==> src/hdl/rcl_pkg.sv <==
// constants for the reset configuration pin latch
package rcl_pkg;
  localparam int          DATA_W        = 16;
  localparam int          BIT_BOOT_W    = 0;
  localparam int          BIT_ARB       = 1;
  localparam int          BIT_FC        = 2;
  localparam int          BIT_ADDR_LO   = 3;
  localparam int          ADDR_SEL_W    = 5;
  localparam int          BIT_PORT_E    = 8;
  localparam int          BIT_PORT_F    = 9;
  localparam int          BIT_FACTORY   = 11;
  localparam logic [15:0] DATA_RESET    = 16'hffff;
  localparam logic [4:0]  ADDR_RESET    = 5'h00;
endpackage

==> src/hdl/rcl_reset_config_latch.sv <==
// reset-release capture of data bus configuration levels
//
// Contract
// - capture configuration pin levels at the rising edge of reset and apply them.
// - data pins have weak pull-ups; undriven pins read as one.
// - captured high selects default function, captured low selects alternate.
// - data bit 0 high gives 16-bit boot select, low gives 8-bit.
// - data bit 1 high gives chip selects 0-2, low gives bus arbitration pins.
// - bits 3-7 low run from bit 3 turns chip selects into address lines.
// - data bit 8 low moves bus control pins to port E.
// - software may override reset-chosen pin functions afterwards.
// - data bit 9 low moves interrupt pins to port F.
// - clock-mode pin high selects synthesiser, low selects crystal input.
// - breakpoint pin captured each reset release; low enables background debug.
`timescale 1ns/100ps
`default_nettype none
module rcl_reset_config_latch
  import rcl_pkg::*;
(
  input  wire logic              clk,
  input  wire logic              rstn,
  input  wire logic              ce,
  input  wire logic              resetPinN,
  input  wire logic [DATA_W-1:0] dataBusIn,
  input  wire logic              clockSourceSelect,
  input  wire logic              breakpointInN,
  input  wire logic              swOverrideEn,
  input  wire logic              swBootByteWide,
  input  wire logic              swBusArbitration,
  input  wire logic              swFunctionCodeOut,
  input  wire logic [4:0]        swAddrSelect,
  input  wire logic              swPortEIo,
  input  wire logic              swPortFIo,
  output logic                   bootChipSelect16,
  output logic                   busArbitrationEn,
  output logic                   functionCodeOutEn,
  output logic [4:0]             addrLineEn,
  output logic                   portEIoEn,
  output logic                   portFIoEn,
  output logic                   factorySlaveMode,
  output logic                   synthOscillatorClk,
  output logic                   backgroundDebugEn,
  output logic                   configValid
);
  logic [DATA_W-1:0] dataS;
  logic              resetS;
  logic              clkSelS;
  logic              bkptS;
  logic              resetPrev_q;
  logic [DATA_W-1:0] cap_q;
  logic              capClk_q;
  logic              capBkpt_q;
  logic              captured_q;
  logic [4:0]        thermo;
  logic              releaseEdge;

  rcl_sync2 #(.W(DATA_W + 3), .INI('1)) uSync (
    .clk  (clk),
    .rstn (rstn),
    .ce   (ce),
    .din  ({dataBusIn, resetPinN, clockSourceSelect, breakpointInN}),
    .dout ({dataS, resetS, clkSelS, bkptS})
  );

  assign releaseEdge = resetS & ~resetPrev_q;

  // contiguous low run from bit 3
  assign thermo[0] = ~cap_q[BIT_ADDR_LO];
  genvar gi;
  generate
    for (gi = 1; gi < ADDR_SEL_W; gi++)
    begin : g_th
      assign thermo[gi] = thermo[gi-1] & ~cap_q[BIT_ADDR_LO+gi];
    end
  endgenerate

  always_ff @(posedge clk)
  begin
    if (!rstn)
    begin
      // reset pin idles high, no false edge
      resetPrev_q <= 1'b1;
      cap_q       <= DATA_RESET;
      capClk_q    <= 1'b1;
      capBkpt_q   <= 1'b1;
      captured_q  <= 1'b0;
    end
    else if (ce)
    begin
      resetPrev_q <= resetS;
      if (releaseEdge)
      begin
        cap_q      <= dataS;
        capClk_q   <= clkSelS;
        capBkpt_q  <= bkptS;
        captured_q <= 1'b1;
      end
    end
  end

  wire useSw = swOverrideEn & captured_q;
  always_ff @(posedge clk)
  begin
    if (!rstn)
    begin
      bootChipSelect16   <= 1'b1;
      busArbitrationEn   <= 1'b0;
      functionCodeOutEn  <= 1'b0;
      addrLineEn         <= ADDR_RESET;
      portEIoEn          <= 1'b0;
      portFIoEn          <= 1'b0;
      factorySlaveMode   <= 1'b0;
      synthOscillatorClk <= 1'b1;
      backgroundDebugEn  <= 1'b0;
      configValid        <= 1'b0;
    end
    else if (ce)
    begin
      bootChipSelect16   <= useSw ? ~swBootByteWide : cap_q[BIT_BOOT_W];
      busArbitrationEn   <= useSw ? swBusArbitration : ~cap_q[BIT_ARB];
      functionCodeOutEn  <= useSw ? swFunctionCodeOut : ~cap_q[BIT_FC];
      addrLineEn         <= useSw ? swAddrSelect : thermo;
      portEIoEn          <= useSw ? swPortEIo : ~cap_q[BIT_PORT_E];
      portFIoEn          <= useSw ? swPortFIo : ~cap_q[BIT_PORT_F];
      // slave mode only if driven low
      factorySlaveMode   <= captured_q & ~cap_q[BIT_FACTORY];
      synthOscillatorClk <= capClk_q;
      backgroundDebugEn  <= captured_q & ~capBkpt_q;
      configValid        <= captured_q;
    end
  end
endmodule
`default_nettype wire

==> src/hdl/rcl_sync2.sv <==
// two-flop synchroniser for a vector of pin levels
`timescale 1ns/100ps
`default_nettype none
module rcl_sync2 #(
  parameter int          W   = 1,
  parameter logic [W-1:0] INI = '1
) (
  input  wire logic         clk,
  input  wire logic         rstn,
  input  wire logic         ce,
  input  wire logic [W-1:0] din,
  output logic      [W-1:0] dout
);
  logic [W-1:0] meta_q;
  always_ff @(posedge clk)
  begin
    if (!rstn)
    begin
      meta_q <= INI;
      dout   <= INI;
    end
    else if (ce)
    begin
      meta_q <= din;
      dout   <= meta_q;
    end
  end
endmodule
`default_nettype wire

==> config.mk <==
export PLATFORM = sky130hd
export DESIGN_NAME = rcl_reset_config_latch
export DESIGN_NICKNAME = d
export VERILOG_FILES = /design/src/hdl/rcl_pkg.sv /design/src/hdl/rcl_reset_config_latch.sv /design/src/hdl/rcl_sync2.sv
export SDC_FILE = /design/constraint.sdc
export NUM_CORES = 1
export LEC_CHECK = 0
export ABC_AREA = 1
export BUFFER_PORTS_ARGS = -buffer_cell sky130_fd_sc_hd__buf_4
export CAP_MARGIN = 0
export CORE_UTILIZATION = 25
export CTS_BUF_LIST = sky130_fd_sc_hd__clkbuf_4
export CTS_CLUSTER_SIZE = 12
export DETAILED_ROUTE_END_ITERATION = 16
export SETUP_SLACK_MARGIN = 0.2
export SLEW_MARGIN = 10
export SYNTH_ARGS = -nofsm -noshare
export SYNTH_HDL_FRONTEND = slang
export SYNTH_SLANG_ARGS = --single-unit
==> constraint.sdc <==
create_clock -name clk -period 0.9 [get_ports clk]
set_input_delay 0.135 -clock clk [delete_from_list [all_inputs] [get_ports clk]]
set_output_delay 0.135 -clock clk [all_outputs]
set_load 0.01 [all_outputs]
Yosys cells after proc, flatten, opt, wreduce, memory -nomap -nowiden
Cells that the tools add are included.
{"block": "totals", "out_inout_bits": 14, "reg_bits": 60, "inputBits": 33, "elab_cells": 45}
{"block": "classes", "n_reduce_logical": 1, "bitwise_logic": 21, "n_mux": 6}
{"cell": "NOT 1 bit", "count": 13}
{"cell": "bitwise AND 1 bit", "count": 8}
{"cell": "two-way mux 1 bit", "count": 5}
{"cell": "two-way mux 5 bit", "count": 1}
{"cell": "AND reduction 2 bit", "count": 1}

Logic depth before layout (Yosys ltp)
Gate-level depths: netlist (run 1).
{"block": "logic_depth", "word_depth": 6, "mapped_depth": 7, "ltp_nobuf": 6}

By module
A second synthesis (run 1) with hierarchy kept.
{"block": "hier_totals", "hier_cells": 314, "hier_area_um2": 2666.3}
{"mod": "rcl_sync2", "cells_per_inst": 165, "area_per_inst_um2": 1381.3, "seq_area_each_um2": 760.7, "n_inst": 1}
{"mod": "rcl_reset_config_latch", "cells_per_inst": 149, "area_per_inst_um2": 1285.0, "seq_area_each_um2": 580.6, "n_inst": 1}

Worst setup path after synthesis (run 1)
OpenSTA, ideal clock, no wires.
{"block": "synth_path", "kind": "register to register", "start": "register captured_q", "end": "register bootChipSelect16", "path_buffers": 1, "setup_time_ns": 0.120, "t_arrival_ns": 0.857, "path_stages_with_launch": 7, "setup_slack_ns": -0.077, "required_ns": 0.780, "synth_period_minus_slack_ns": 0.977, "path_cell_list": "dfxtp_1 -> nand2_4 -> inv_4 -> buf_12 -> nand2_1 -> o211ai_1 -> nand2_1"}
{"block": "synth_via", "elab_chain_len": 2}
{"item": "start, declared", "line": "rcl_reset_config_latch.sv:53", "text": "logic captured_q;"}
{"item": "start signal, assigned", "line": "rcl_reset_config_latch.sv:86", "text": "captured_q <= 1'b0;"}
{"item": "start signal, assigned", "line": "rcl_reset_config_latch.sv:96", "text": "captured_q <= 1'b1;"}
{"item": "bitwise AND 1 bit", "line": "rcl_reset_config_latch.sv:101", "text": "wire useSw = swOverrideEn & captured_q;"}
{"item": "two-way mux 1 bit", "line": "rcl_reset_config_latch.sv:119", "text": "bootChipSelect16 <= useSw ? ~swBootByteWide : cap_q[BIT_BOOT_W];"}
{"item": "end signal, assigned", "line": "rcl_reset_config_latch.sv:119"}
{"item": "end, declared", "line": "rcl_reset_config_latch.sv:34", "text": "output logic bootChipSelect16,"}
Every way passes these cells.
A chain may end at the register's enable or synchronous reset.

Worst setup path in the final report (run 1)
{"block": "layout_path", "start": "register addrLineEn[3]", "end": "output addrLineEn[3]"}
{"item": "start, declared", "line": "rcl_reset_config_latch.sv:37", "text": "output logic [4:0] addrLineEn,"}
{"item": "start signal, assigned", "line": "rcl_reset_config_latch.sv:122", "text": "addrLineEn <= useSw ? swAddrSelect : thermo;"}
No word-level cell between the ends.

==> results by stage, run 1 <==
Worst setup path:
- In this run the worst path has a maximum fanout of 2.
- Among cell families on the critical path, the largest total delay comes from flip-flops.
- The data required time of the critical path is 0.76 ns.
- The type of destination of the critical path is a primary output.
- In this design, the stage delay of the slowest critical-path cell is 0.34 ns.
- On the critical path, the stage with the largest delay is an instance of sky130_fd_sc_hd__dfxtp_2.
- The type of the worst setup path is reg2out.
- Data arrives at the worst endpoint at 0.85 ns.
- The number of buffer and inverter instances along the worst setup path is 1.
- STA classifies the critical path startpoint as a register.
- The signal on the critical path passes through buf_6.

Timing:
- Setup repair after global routing could not meet its margin everywhere.
- The final hold slack is 0.03856 ns.
- The final setup violation count is 29.
- Of the available clock period, the critical path in the final layout requires 1.090.
- The worst pin sits at a relative slew slack of 0.8377.
- The final number of hold-violating endpoints is 0.
- After layout, the worst setup slack is -0.08059 ns.
- The number of pins exceeding their max-slew limit in the final report is 0.
- On the final layout, the worst clock skew is 0.01176 ns.
- The pin slew with the least headroom to its limit is 0.2435 ns.
- The upper clock frequency limit is 1020 MHz.
- The smallest clock period supported by the final layout is computed as 0.9806 ns.

Routing:
- Dividing the detail-routed wire length by the instance count gives 11.11 um.
- After detailed routing, the number of remaining DRC violations is 0.
- The via count of the routed design is 1,985.
- The routed wire length is 5078 um.
- The average vias per placed instance is 4.344.
- For this run, the detailed router's first-pass iteration total came to 4.
- The number of antenna-violating nets in the routed design is 0.
- In this run, the number of DRC markers left after iteration 0 of detailed routing was 97.

Global routing:
- The via count of the first global-routing pass is 1,903.
- The number of antenna violations at the first check in global routing is 0.
- Entering global routing, the biggest net connects 35 pins.
- The total overflow left after global routing is 0.
- The first global-routing pass estimated 8763 um of wire.
- The aggregate global-route resource usage is 0.1164.

Place:
- The post-placement worst setup slack is -0.03631 ns.
- The half-perimeter wire length of the detailed placement result is 3158 um.
- The global placer's final weighted congestion is 0.7082.
- The number of cells after detailed placement is 414.
- During placement, the flow inserted port buffers numbering 41.

Clock tree:
- Counting the buffers created by CTS gives 9.
- The maximum level of the CTS H-tree is 3.
- The maximum root-to-sink buffer count is 2.
- CTS saw 57 sinks.
- The clock insertion delay at the later pin of the skew report is 0.39 ns.
- The tree is rooted in a sky130_fd_sc_hd__clkbuf_4.
- Clock-pin slew was measured on the worst setup and hold paths at 0.10 ns.
- The CTS tree is done.

Power:
- The completed layout was analyzed and its total power is 5.214 mW.
- The worst vdd rail ir drop is 0.7724 mV.
- The total power density per cell area is 1623 nW/um^2.
- For this design the static power due to leakage is 1.506 nW.

Yosys:
- The flip-flop and latch count after synthesis is 57.
- Of the post-synthesis cell area, the dominant cell type holds 0.5092.
- The average instance in the mapped netlist occupies 8.269 sq um.
- The warning count from the yosys run is 0.
- The number of nets handed over by synthesis was 304.
- The number of distinct library cells after synthesis is 25.
- The instance count of the mapped netlist is 271.
- Yosys attributes the largest share of cell area to sky130_fd_sc_hd__dfxtp_1 51%, sky130_fd_sc_hd__nand2_1 15%, sky130_fd_sc_hd__nand3_1 8.3%.
- The share of the yosys chip area belonging to registers is 0.5092.
- The cell area that synthesis handed to floorplanning was 2241 sq um.
- The library cell with the largest summed area after synthesis is sky130_fd_sc_hd__dfxtp_1.

Floorplan:
- The count of pins on the block boundary is 47.
- The initial utilization of the core area, before any placement, comes to 0.2582.
- The floorplan step set the die width to 96.68 um.
- The y dimension of the die is 96.68 um.
- The area enclosed by the die boundary is 9346 sq um.
- The floorplan step defined a core boundary enclosing 8678 sq um.
- After floorplanning, the core was divided into 34 placement rows.

Cells and area:
- The multi-input combinational cells in the finished layout cover a total of 973.4 sq um.
- For this run, the post-layout net count is 377.
- The number of antenna diodes in the final layout is 0.
- The area taken by flip-flops and latches is 1165 sq um.
- The growth of design area from synthesis to finish is 43.38%.
- In the final layout, the share of cells above drive strength 1 is 0.4011.
- The non-filler instance count after layout is 457.
- The count of filler cells inserted in the layout is 914.

Worst hold path:
- The path class of the tightest hold or removal check is in2reg.

Status:
- The final reports fail on setup timing.
- The flow ran to the end, but the final reports show violations.

Job:
- Max-cap violations in this run came to 0.
-- synthesized netlist by cell type, drive strengths merged --
library cell	number
clkinv	1
a21oi	4
buf	9
nor2	7
a31oi	2
dfxtp	57
clkbuf	9
o21ai	3
nand4	2
nand3	42
inv	19
nand2	99
o211ai	17
-- cell type report --
| class | instances | share of cell area |
|---|---|---|
| clock buffers | 11 | 0.02570 |
| clock inverters | 5 | 0.01441 |
| inverters | 20 | 0.02726 |
| multi-input cells | 177 | 0.3030 |
| flip-flops and latches | 57 | 0.3625 |
| well taps | 108 | 0.04206 |
| repair buffers | 78 | 0.2216 |
| repair inverters | 1 | 0.003505 |
-- cells in the final DEF (no fill, tap or decap), drive strengths merged --
cell         instances
bufinv               1
inv                 20
a21oi                4
clkbuf              11
o21ai                3
nand2              100
buf                 63
dfxtp               57
o211ai              17
dlygate4sd3         15
a31oi                2
clkinv               5
nand4                2
nand3               42
nor2                 7
-- logic make-up after synthesis --
| kind of cell | Yosys count | synth area share |
|---|---|---|
| buffers and inverters | 38 | 0.09493 |
| AND/OR/NAND/NOR | 150 | 0.3037 |
| flip-flops | 57 | 0.5092 |
| AO/OA/AOI/OAI | 26 | 0.09213 |
-- routing by layer --
layer  global-route usage  routed length (um)
met3              0.05347                 272
met1               0.1534                2576
met5                    0                   0
met4              0.02755                  37
met2               0.1728                2191
-- worst paths after layout --
kind | startpoint | to | slack (ns) | cells past startpoint
worst min-delay path | swBootByteWide | bootChipSelect16$_SDFFE_PN1P_ | 0.04 | 4
worst max register to register | uSync.dout[2]$_SDFFE_PN1P_ | cap_q[5]$_SDFFE_PN1P_ | -0.04 | 5
worst max-delay path | addrLineEn[3]$_SDFFE_PN0P_ | addrLineEn[3] | -0.08 | 1
worst min register to register | uSync.dout[7]$_SDFFE_PN1P_ | cap_q[4]$_SDFFE_PN1P_ | 0.46 | 2
-- metrics by stage --
step / util / TNS (ns) / area, sq um
2_1_floorplan: - / -0.06034 / 2263
3_3_place_gp: 0.3078 / -0.05551 / 2671
3_5_place_dp: 0.3078 / -0.2278 / 2671
4_1_cts: 0.3648 / -1.677 / 3166
5_1_grt: 0.3702 / -3.764 / 3213
6_report: 0.3702 / -1.217 / 3213
-- power breakdown --
group / internal [mW] / total (mW) / switching, mW
combinational: 0.366 / 0.712 / 0.346
sequential: 2.67 / 2.76 / 0.0851
clock: 0.880 / 1.74 / 0.862
total: 3.92 / 5.21 / 1.29
-- repair_timing --
item	4_1_cts	5_1_grt
cloned	2	0
pin swaps	13	4
endpoints found under the hold margin	15	0
buffers inserted	6	4
hold buffers	15	0
endpoints found under the setup margin	41	41
gates resized for setup	52	5
-- sequential cells by signal (all words and copies together) (netlist names) --
register,flops
backgroundDebugEn,1
busArbitrationEn,1
portFIoEn,1
captured_q,1
configValid,1
cap_q,11
addrLineEn,5
capBkpt_q,1
portEIoEn,1
synthOscillatorClk,1
resetPrev_q,1
factorySlaveMode,1
uSync.meta_q,14
uSync.dout,14
capClk_q,1
functionCodeOutEn,1
bootChipSelect16,1
No activity file was read; power rests on OpenSTA's default activity.
==> inputs of run 2 (changes only) <==
--- a/config.mk
+++ b/config.mk
@@ -5,7 +5,6 @@
 export SDC_FILE = /design/constraint.sdc
 export NUM_CORES = 1
 export LEC_CHECK = 0
-export ABC_AREA = 1
 export BUFFER_PORTS_ARGS = -buffer_cell sky130_fd_sc_hd__buf_4
 export CAP_MARGIN = 0
 export CORE_UTILIZATION = 25
==> run 2 against run 1 <==
The flow still finishes with violations (setup timing). Largest cell class unchanged. Non-clock buffer count is 4 higher. Highest routed layer unchanged. Sequential share of layout area is 1.4 points lower. Register-to-register slack worse by 0.34 ns. Critical endpoint is now addrLineEn[4]$_SDFFE_PN0P_. Critical path depth is 2 higher. Hold slack better by 0.0017 ns. Clock-buffer cell count is 1 lower.
==> results by stage, run 2 <==
Status:
- The flow ran to the end, but the final reports show violations.
- The checks that failed: setup timing.

Worst setup path:
- The worst endpoint data arrival time came to 1.62 ns (+0.77 ns).
- STA classifies the critical path startpoint as a register.
- The worst setup slack for register-to-register paths is -0.38 ns (-0.34 ns).
- The worst reg2reg path endpoint is addrLineEn[4]$_SDFFE_PN0P_.
- In this design, the largest share of critical-path delay is due to compound AO/OA/AOI/OAI gates.
- The largest stage delay on the critical path was 0.43 ns (+0.09 ns).
- The critical path is of the reg2reg type.
- The startpoint of the worst-slack reg-to-reg timing path is captured_q$_SDFFE_PN0P_.
- The type of destination of the critical path is a register.
- The slowest stage of the critical path belongs to the cell sky130_fd_sc_hd__or4_4.
- The count of cell instances traversed by the critical path came to 3 (+2).
- Traced cell by cell, the critical path runs through a211o_1 -> or4_4 -> a31oi_2.
- The top fanout value on the critical path is 2 (unchanged).
- The length in cells of the worst reg-to-reg path was 3 (-2).
- The number of buffer and inverter instances along the worst setup path is 0 (-1).
- The data required time of the critical path is 1.23 ns (+0.47 ns).

Place:
- The number of cells after detailed placement is 366 (-12%).
- The post-placement worst setup slack was -0.3778 ns (-0.3415 ns).
- The count of input and output buffers is 41 (unchanged).
- The global placer's final weighted congestion is 0.6781 (-4.3%).
- The instance area after placement came to 2639 sq um (-1.2%).
- The half-perimeter wire length of the detailed placement result is 3085 um (-2.3%).

Routing:
- The routed length per placed instance came to 12.03 um (+8.2%).
- The average vias per placed instance is 4.333 (-0.25%).
- The via count of the routed design is 1,772 (-11%).
- The DRC violation count after routing is 0 (unchanged).
- The first-iteration detailed-routing DRC count is 75 (-23%).
- The routed wire length is 4919 um (-3.1%).
- The number of antenna-violating nets in the routed design is 0 (unchanged).
- The number of detailed-route iterations in the first pass is 3 (-1).

Timing:
- The minimum setup slack in the final design is -0.3835 ns (-0.3029 ns).
- The final setup violation count was 38 (+31%).
- The pin slew with the least headroom to its limit is 0.3529 ns (+0.1094 ns).
- The final hold slack came to 0.04022 ns (+0.001660 ns).
- The tightest slew margin relative to the limit is 0.7623 (-0.07542).
- The post-route clock period utilization is 1.426 (+0.3366).
- The worst-case clock skew was 0.01594 ns (+0.004186 ns).
- The upper clock frequency limit is 779.1 MHz (-24%).
- The minimum period implied by the final worst setup slack is 1.284 ns (+0.3029 ns).
- The number of pins exceeding their max-slew limit in the final report is 0 (unchanged).
- Setup repair after global routing could not meet its margin everywhere.
- The final number of hold-violating endpoints is 0 (unchanged).

Floorplan:
- The y dimension of the die came to 93.40 um (-3.4%).
- The horizontal extent of the die was 93.40 um (-3.4%).
- The core footprint is 7888 sq um (-9.1%).
- The starting utilization of the core area is 0.2648 (+0.006535).
- The count of pins on the block boundary was 47 (unchanged).
- The row count is 32 (-5.9%).
- The area enclosed by the die boundary is 8723 sq um (-6.7%).

Cells and area:
- The non-filler instance count after layout is 409 (-11%).
- The layout cell share with drive strength beyond 1 is 0.4625 (+0.06139).
- The largest registers in the layout are uSync.dout (14), uSync.meta_q (14), cap_q (11).
- The footprint of the multi-input gates is 1119 sq um (+15%).
- The count of filler cells inserted in the layout came to 776 (-15%).
- The final core utilization was 0.4245 (+0.05425).
- The final design area excluding fillers was 3348 sq um (+4.2%).
- The area taken by flip-flops and latches came to 1166 sq um (+0.11%).
- In the layout the commonest cells are 39 x sky130_fd_sc_hd__buf_4, 37 x sky130_fd_sc_hd__dfxtp_1, 33 x sky130_fd_sc_hd__nand2_1.
- Relative to the synthesized area, the layout overhead comes to 60.34%.
- The most common cell after layout, fill and taps aside is sky130_fd_sc_hd__buf_4.
- The number of antenna repair diodes is 0 (unchanged).
- The final net count is 335 (-11%).

Yosys:
- The largest family of logic cells by synthesized area is simple AND/OR/NAND/NOR gates.
- The share of the yosys chip area belonging to registers was 0.5464 (+0.03722).
- The adder and majority gate portion of the synthesized area came to 0 (unchanged).
- The post-synth net total is 259 (-15%).
- The xor and xnor area share after synthesis is 0 (unchanged).
- The count of flip-flops with a built-in enable after synthesis is 0 (unchanged).
- The mux share of post-synthesis cell area is 0.1438 (+0.1438).
- The share of synthesized cell area in and, or, nand and nor gates is 0.1738 (-0.1300).
- The largest total area in the synthesized netlist belongs to sky130_fd_sc_hd__dfxtp_1.
- The fraction of synthesis flops using an asynchronous set or reset pin came to 0 (unchanged).
- The warning count from the yosys run was 0 (unchanged).
- The number of distinct library cells after synthesis is 24 (-4.0%).
- The predominant post-synthesis flop cell is sky130_fd_sc_hd__dfxtp_1.
- In the post-synthesis netlist, the cell with the most instances is sky130_fd_sc_hd__nand2_1.
- After synthesis, the cell types taking the most area are sky130_fd_sc_hd__dfxtp_1 55%, sky130_fd_sc_hd__mux2i_1 14%, sky130_fd_sc_hd__nand2_1 11%.
- The area share of the largest cell type after synthesis is 0.5464 (+0.03722).
- The instance count of the mapped netlist is 226 (-17%).
- The flip-flop and latch count after synthesis is 57 (unchanged).
- The post-synthesis area per instance is 9.240 sq um (+12%).
- The commonest cells after synthesis are 60 x sky130_fd_sc_hd__nand2_1, 57 x sky130_fd_sc_hd__dfxtp_1, 30 x sky130_fd_sc_hd__mux2i_1.
- The post-synthesis compound-gate area fraction is 0.09407 (+0.001941).
- The post-synth design cell area came to 2088 sq um (-6.8%).

Worst hold path:
- The worst min-delay path startpoint is swAddrSelect[0].
- The worst hold path belongs to the class in2reg.
- The worst hold endpoint is addrLineEn[0]$_SDFFE_PN0P_.
- The worst hold path depth is 3 (-1).

Clock tree:
- The CTS tree is done.
- The number of buffers added by the clock tree synthesis step is 9 (unchanged).
- The maximum level of the CTS H-tree was 3 (unchanged).
- The clock-pin transition on the worst setup and hold timing paths came to 0.10 ns (about the same).
- The maximum root-to-sink buffer count is 2 (unchanged).
- The clock insertion delay at the later pin of the skew report is 0.40 ns (about the same).
- The cell sitting at the root of the clock tree is a sky130_fd_sc_hd__clkbuf_4.
- The sink count of the clock tree was 57 (unchanged).

Power:
- The worst vdd rail ir drop is 0.9807 mV (+27%).
- The total power density per cell area is 1474 nW/um^2 (-9.1%).
- The leakage power total is 1.423 nW (-5.5%).

Global routing:
- The number of antenna violations at the first check in global routing is 0 (unchanged).
- The total congestion overflow after global routing is 0 (unchanged).
- The global-route wire length before repair was 8004 um (-8.7%).
- The pin count of the biggest net entering global routing is 31 (-11%).
- The via count of the first global-routing pass is 1,684 (-12%).
- The aggregate global-route resource usage was 0.1207 (+0.004271).

Job:
- The number of maximum-capacitance constraint violations is 0 (unchanged).
run 2: worst register-to-register path: stages, from the launching register on:
cell and delay, ns:
sky130_fd_sc_hd__dfxtp_2 0.33, sky130_fd_sc_hd__a211o_1 0.28, sky130_fd_sc_hd__or4_4 0.43, sky130_fd_sc_hd__a31oi_2 0.18
run 2: cell families (layout without fill, tap and decap cells):
kind of cell           count (synthesis)  after routing
buffers and inverters                 20            100
AND/OR/NAND/NOR                       84             85
flip-flops                            57             57
multiplexers                          30             30
AO/OA/AOI/OAI                         35             35
run 2: timing repair:
item                       in CTS  in global routing
gates resized for setup        60                 33
cloned                          3                  0
pin swaps                      26                 11
hold endpoints to repair       20                  1
hold buffers                   20                  1
setup endpoints to repair      43                 47
setup buffers                   2                  1
run 2: cell type report:
type | instances | area share
inverters | 2 | 0.002242
clock buffers | 10 | 0.02242
well taps | 102 | 0.03812
multi-input cells | 150 | 0.3341
clock inverters | 6 | 0.01457
flip-flops and latches | 57 | 0.3483
repair buffers | 82 | 0.2403
run 2: power by group:
part	switching, mW	internal (mW)	total, mW
clock	0.866	0.834	1.70
sequential	0.0653	2.62	2.68
combinational	0.228	0.325	0.553
total	1.16	3.78	4.94
run 2: per-stage QoR:
| step | TNS [ns] | power [mW] |
|---|---|---|
| CTS | -4.321 | 4.989 |
| global placement | -1.379 | 3.146 |
| finish | -3.946 | 4.936 |
| global route | -5.942 | 5.216 |
| detailed placement | -1.931 | 3.157 |
| floorplan | -2.539 | 2.980 |
run 2: worst max-delay path by stage:
stage / start / to / slack, ns
CTS: cap_q[4]$_SDFFE_PN1P_ / addrLineEn[4]$_SDFFE_PN0P_ / -0.37
global route: captured_q$_SDFFE_PN0P_ / addrLineEn[4]$_SDFFE_PN0P_ / -0.42
floorplan: captured_q$_SDFFE_PN0P_ / addrLineEn[4]$_SDFFE_PN0P_ / -0.39
global placement: cap_q[4]$_SDFFE_PN1P_ / addrLineEn[4]$_SDFFE_PN0P_ / -0.31
detailed placement: cap_q[4]$_SDFFE_PN1P_ / addrLineEn[4]$_SDFFE_PN0P_ / -0.38
finish: captured_q$_SDFFE_PN0P_ / addrLineEn[4]$_SDFFE_PN0P_ / -0.38
run 2: per-layer routing:
| layer | up-vias | GRT usage | routed length, um |
|---|---|---|---|
| li1 | 921 | - | - |
| met1 | 805 | 0.1545 | 2349 |
| met4 | 0 | 0.03462 | 53 |
| met3 | 6 | 0.06260 | 287 |
| met2 | 40 | 0.1759 | 2228 |
| met5 | - | 0 | 0 |
==> inputs of run 3 (changes only) <==
--- a/config.mk
+++ b/config.mk
@@ -8,11 +8,9 @@
 export BUFFER_PORTS_ARGS = -buffer_cell sky130_fd_sc_hd__buf_4
 export CAP_MARGIN = 0
 export CORE_UTILIZATION = 25
-export CTS_BUF_LIST = sky130_fd_sc_hd__clkbuf_4
 export CTS_CLUSTER_SIZE = 12
 export DETAILED_ROUTE_END_ITERATION = 16
 export SETUP_SLACK_MARGIN = 0.2
-export SLEW_MARGIN = 10
 export SYNTH_ARGS = -nofsm -noshare
 export SYNTH_HDL_FRONTEND = slang
 export SYNTH_SLANG_ARGS = --single-unit
==> run 3 against run 2 <==
The run still ends with setup timing left. Cell count shrank 3.9%. Core utilization is essentially flat. Sequential share of layout area fell by 0.10 points. Clock-buffer cell count rose by 5. Total power rose by 17%. Global-route usage rose by 0.14 points. Fmax barely moved. First-iteration DRC count shrank 11%. Cell area hardly changed. Clock skew is 0.0084 ns lower. Critical path type unchanged.
==> results by stage, run 3 (synthesis results as in run 2) <==
Power:
- The leakage power total came to 1.407 nW (-1.1%).
- The total power is 5.786 mW (+17%).
- The worst vdd rail ir drop is 1.058 mV (+7.9%).
- The total power density per cell area came to 1727 nW/um^2 (+17%).

Routing:
- The routed wire length is 5099 um (+3.7%).
- The via count of the routed design is 1,700 (-4.1%).
- The first-iteration detailed-routing DRC count is 67 (-11%).
- The DRC violation count after routing came to 0 (unchanged).
- The number of detailed-route iterations in the first pass is 4 (+1).
- The routed length per placed instance is 12.97 um (+7.9%).
- The average vias per placed instance was 4.326 (-0.16%).
- The number of antenna-violating nets in the routed design is 0 (unchanged).

Cells and area:
- The library cells used most frequently in the layout, excluding fill and tap cells, are 39 x sky130_fd_sc_hd__dfxtp_1, 39 x sky130_fd_sc_hd__buf_4, 32 x sky130_fd_sc_hd__nand2_1.
- The largest registers in the layout are uSync.dout (14), uSync.meta_q (14), cap_q (11).
- The final net count is 319 (-4.8%).
- The layout cell share with drive strength beyond 1 came to 0.5361 (+0.07354).
- The growth of design area from synthesis to finish came to 60.46% (about the same).
- The number of antenna repair diodes was 0 (unchanged).
- The count of filler cells inserted in the layout came to 750 (-3.4%).

Clock tree:
- The clock-pin transition on the worst setup and hold timing paths is 0.06 ns (-0.04 ns).
- The cell chosen for the clock root is sky130_fd_sc_hd__clkbuf_8.
- The number of buffers added by the clock tree synthesis step came to 9 (unchanged).
- The clock insertion delay at the later pin of the skew report is 0.33 ns (-0.07 ns).
- The CTS tree is done.
- The maximum root-to-sink buffer count was 2 (unchanged).
- The sink count of the clock tree is 57 (unchanged).
- The maximum level of the CTS H-tree came to 3 (unchanged).

Floorplan:
- The starting utilization of the core area is 0.2648 (unchanged).
- The count of pins on the block boundary is 47 (unchanged).
- The y dimension of the die came to 93.40 um (unchanged).
- The row count was 32 (unchanged).
- The area enclosed by the die boundary is 8723 sq um (unchanged).
- The core footprint is 7888 sq um (unchanged).
- The horizontal extent of the die is 93.40 um (unchanged).

Place:
- The count of input and output buffers came to 41 (unchanged).
- The half-perimeter wire length of the detailed placement result is 3085 um (unchanged).
- The global placer's final weighted congestion was 0.6781 (unchanged).

Worst hold path:
- The worst hold path class is in2reg.
- The worst hold path depth is 3 (unchanged).

Worst setup path:
- The number of buffer and inverter instances along the worst setup path is 0 (unchanged).
- The length in cells of the worst reg-to-reg path was 3 (unchanged).
- The type of the worst setup path is reg2reg.
- The largest stage delay on the critical path came to 0.43 ns (about the same).
- The top fanout value on the critical path is 2 (unchanged).
- STA classifies the critical path startpoint as a register.
- The cell type group with the largest total delay on the critical path is compound AO/OA/AOI/OAI gates.
- The type of destination of the critical path is a register.
- The library cell contributing the largest single delay on the critical path is sky130_fd_sc_hd__or4_4.
- The count of cell instances traversed by the critical path is 3 (unchanged).
- Traced cell by cell, the critical path runs through a211o_1 -> or4_4 -> a31oi_2.
- The worst endpoint data arrival time is 1.55 ns (-0.07 ns).
- The data required time of the critical path came to 1.16 ns (-0.07 ns).

Timing:
- The tightest slew margin relative to the limit is 0.7639 (+0.001657).
- The sum of negative setup slack is -3.827 ns (+0.1198 ns).
- The minimum setup slack in the final design is -0.3843 ns (-0.0007840 ns).
- The number of pins exceeding their max-slew limit in the final report is 0 (unchanged).
- The minimum period implied by the final worst setup slack was 1.284 ns (+0.0007840 ns).
- The final number of hold-violating endpoints came to 0 (unchanged).
- The final setup violation count is 36 (-5.3%).
- The pin slew with the least headroom to its limit is 0.3504 ns (-0.002460 ns).
- Setup repair after global routing could not meet its margin everywhere.
- The post-route clock period utilization is 1.427 (about the same).
- The worst-case clock skew is 0.007580 ns (-0.008363 ns).
- The upper clock frequency limit came to 778.6 MHz (about the same).

Job:
- The number of maximum-capacitance constraint violations is 0 (unchanged).

Global routing:
- The pin count of the biggest net entering global routing came to 31 (unchanged).
- The global-route wire length before repair is 8004 um (unchanged).
- The number of antenna violations at the first check in global routing is 0 (unchanged).
- The total congestion overflow after global routing is 0 (unchanged).
- The via count of the first global-routing pass is 1,659 (-1.5%).
- The aggregate global-route resource usage came to 0.1221 (+0.001381).

Status:
- The run finished, with violations left.
- The checks that failed: setup timing.
[run 3: tightest hold or removal path, delay by kind of cell]
kind / cells / cell delay, ns
buf+inv: 1 / 0.07
simple gates: 1 / 0.05
mux: 1 / 0.05
[run 3: where the power goes]
| group | internal (mW) | switching (mW) | total (mW) |
|---|---|---|---|
| logic | 0.269 | 0.223 | 0.491 |
| registers | 2.62 | 0.0671 | 2.69 |
| clock network | 1.66 | 0.948 | 2.61 |
[run 3: final timing paths]
check	endpoint	from	slack, ns
worst max-delay path	addrLineEn[4]$_SDFFE_PN0P_	cap_q[3]$_SDFFE_PN1P_	-0.38
worst min-delay path	uSync.meta_q[9]$_SDFFE_PN1P_	dataBusIn[6]	0.01
worst max register to register	addrLineEn[4]$_SDFFE_PN0P_	cap_q[3]$_SDFFE_PN1P_	-0.38
worst min register to register	resetPrev_q$_SDFFE_PN1P_	resetPrev_q$_SDFFE_PN1P_	0.46
[run 3: metrics by stage]
stage	hold WS [ns]	setup slack, ns	util	cells	area (sq um)
global route	-0.0004138	-0.4125	0.4248	393	3351
detailed placement	0.3538	-0.3778	0.3345	366	2639
floorplan	0.2551	-0.3934	-	226	2231
finish	0.01459	-0.3843	0.4248	393	3351
global placement	0.3484	-0.3081	0.3345	366	2639
CTS	-0.003536	-0.3661	0.3975	390	3136
[run 3: area by class of cell]
| cell class | instances | area [sq um] | area share |
|---|---|---|---|
| flip-flops and latches | 57 | 1164 | 0.3473 |
| clock buffers | 15 | 196.4 | 0.05863 |
| inverters | 2 | 7.507 | 0.002240 |
| clock inverters | 1 | 30.03 | 0.008962 |
| repair buffers | 66 | 649.4 | 0.1938 |
| well taps | 102 | 127.6 | 0.03809 |
| multi-input cells | 150 | 1176 | 0.3510 |
[run 3: repair_timing]
item,CTS,global route
gates cloned,3,0
setup endpoints to repair,43,44
resized for setup,68,41
setup buffers,5,3
endpoints found under the hold margin,3,1
pin swaps,26,18
[run 3: routing by layer]
layer  track usage  share of wire
met1        0.1535           0.47
met4       0.04103         0.0075
met3       0.06504          0.057
met2        0.1771           0.46
met5             0              0
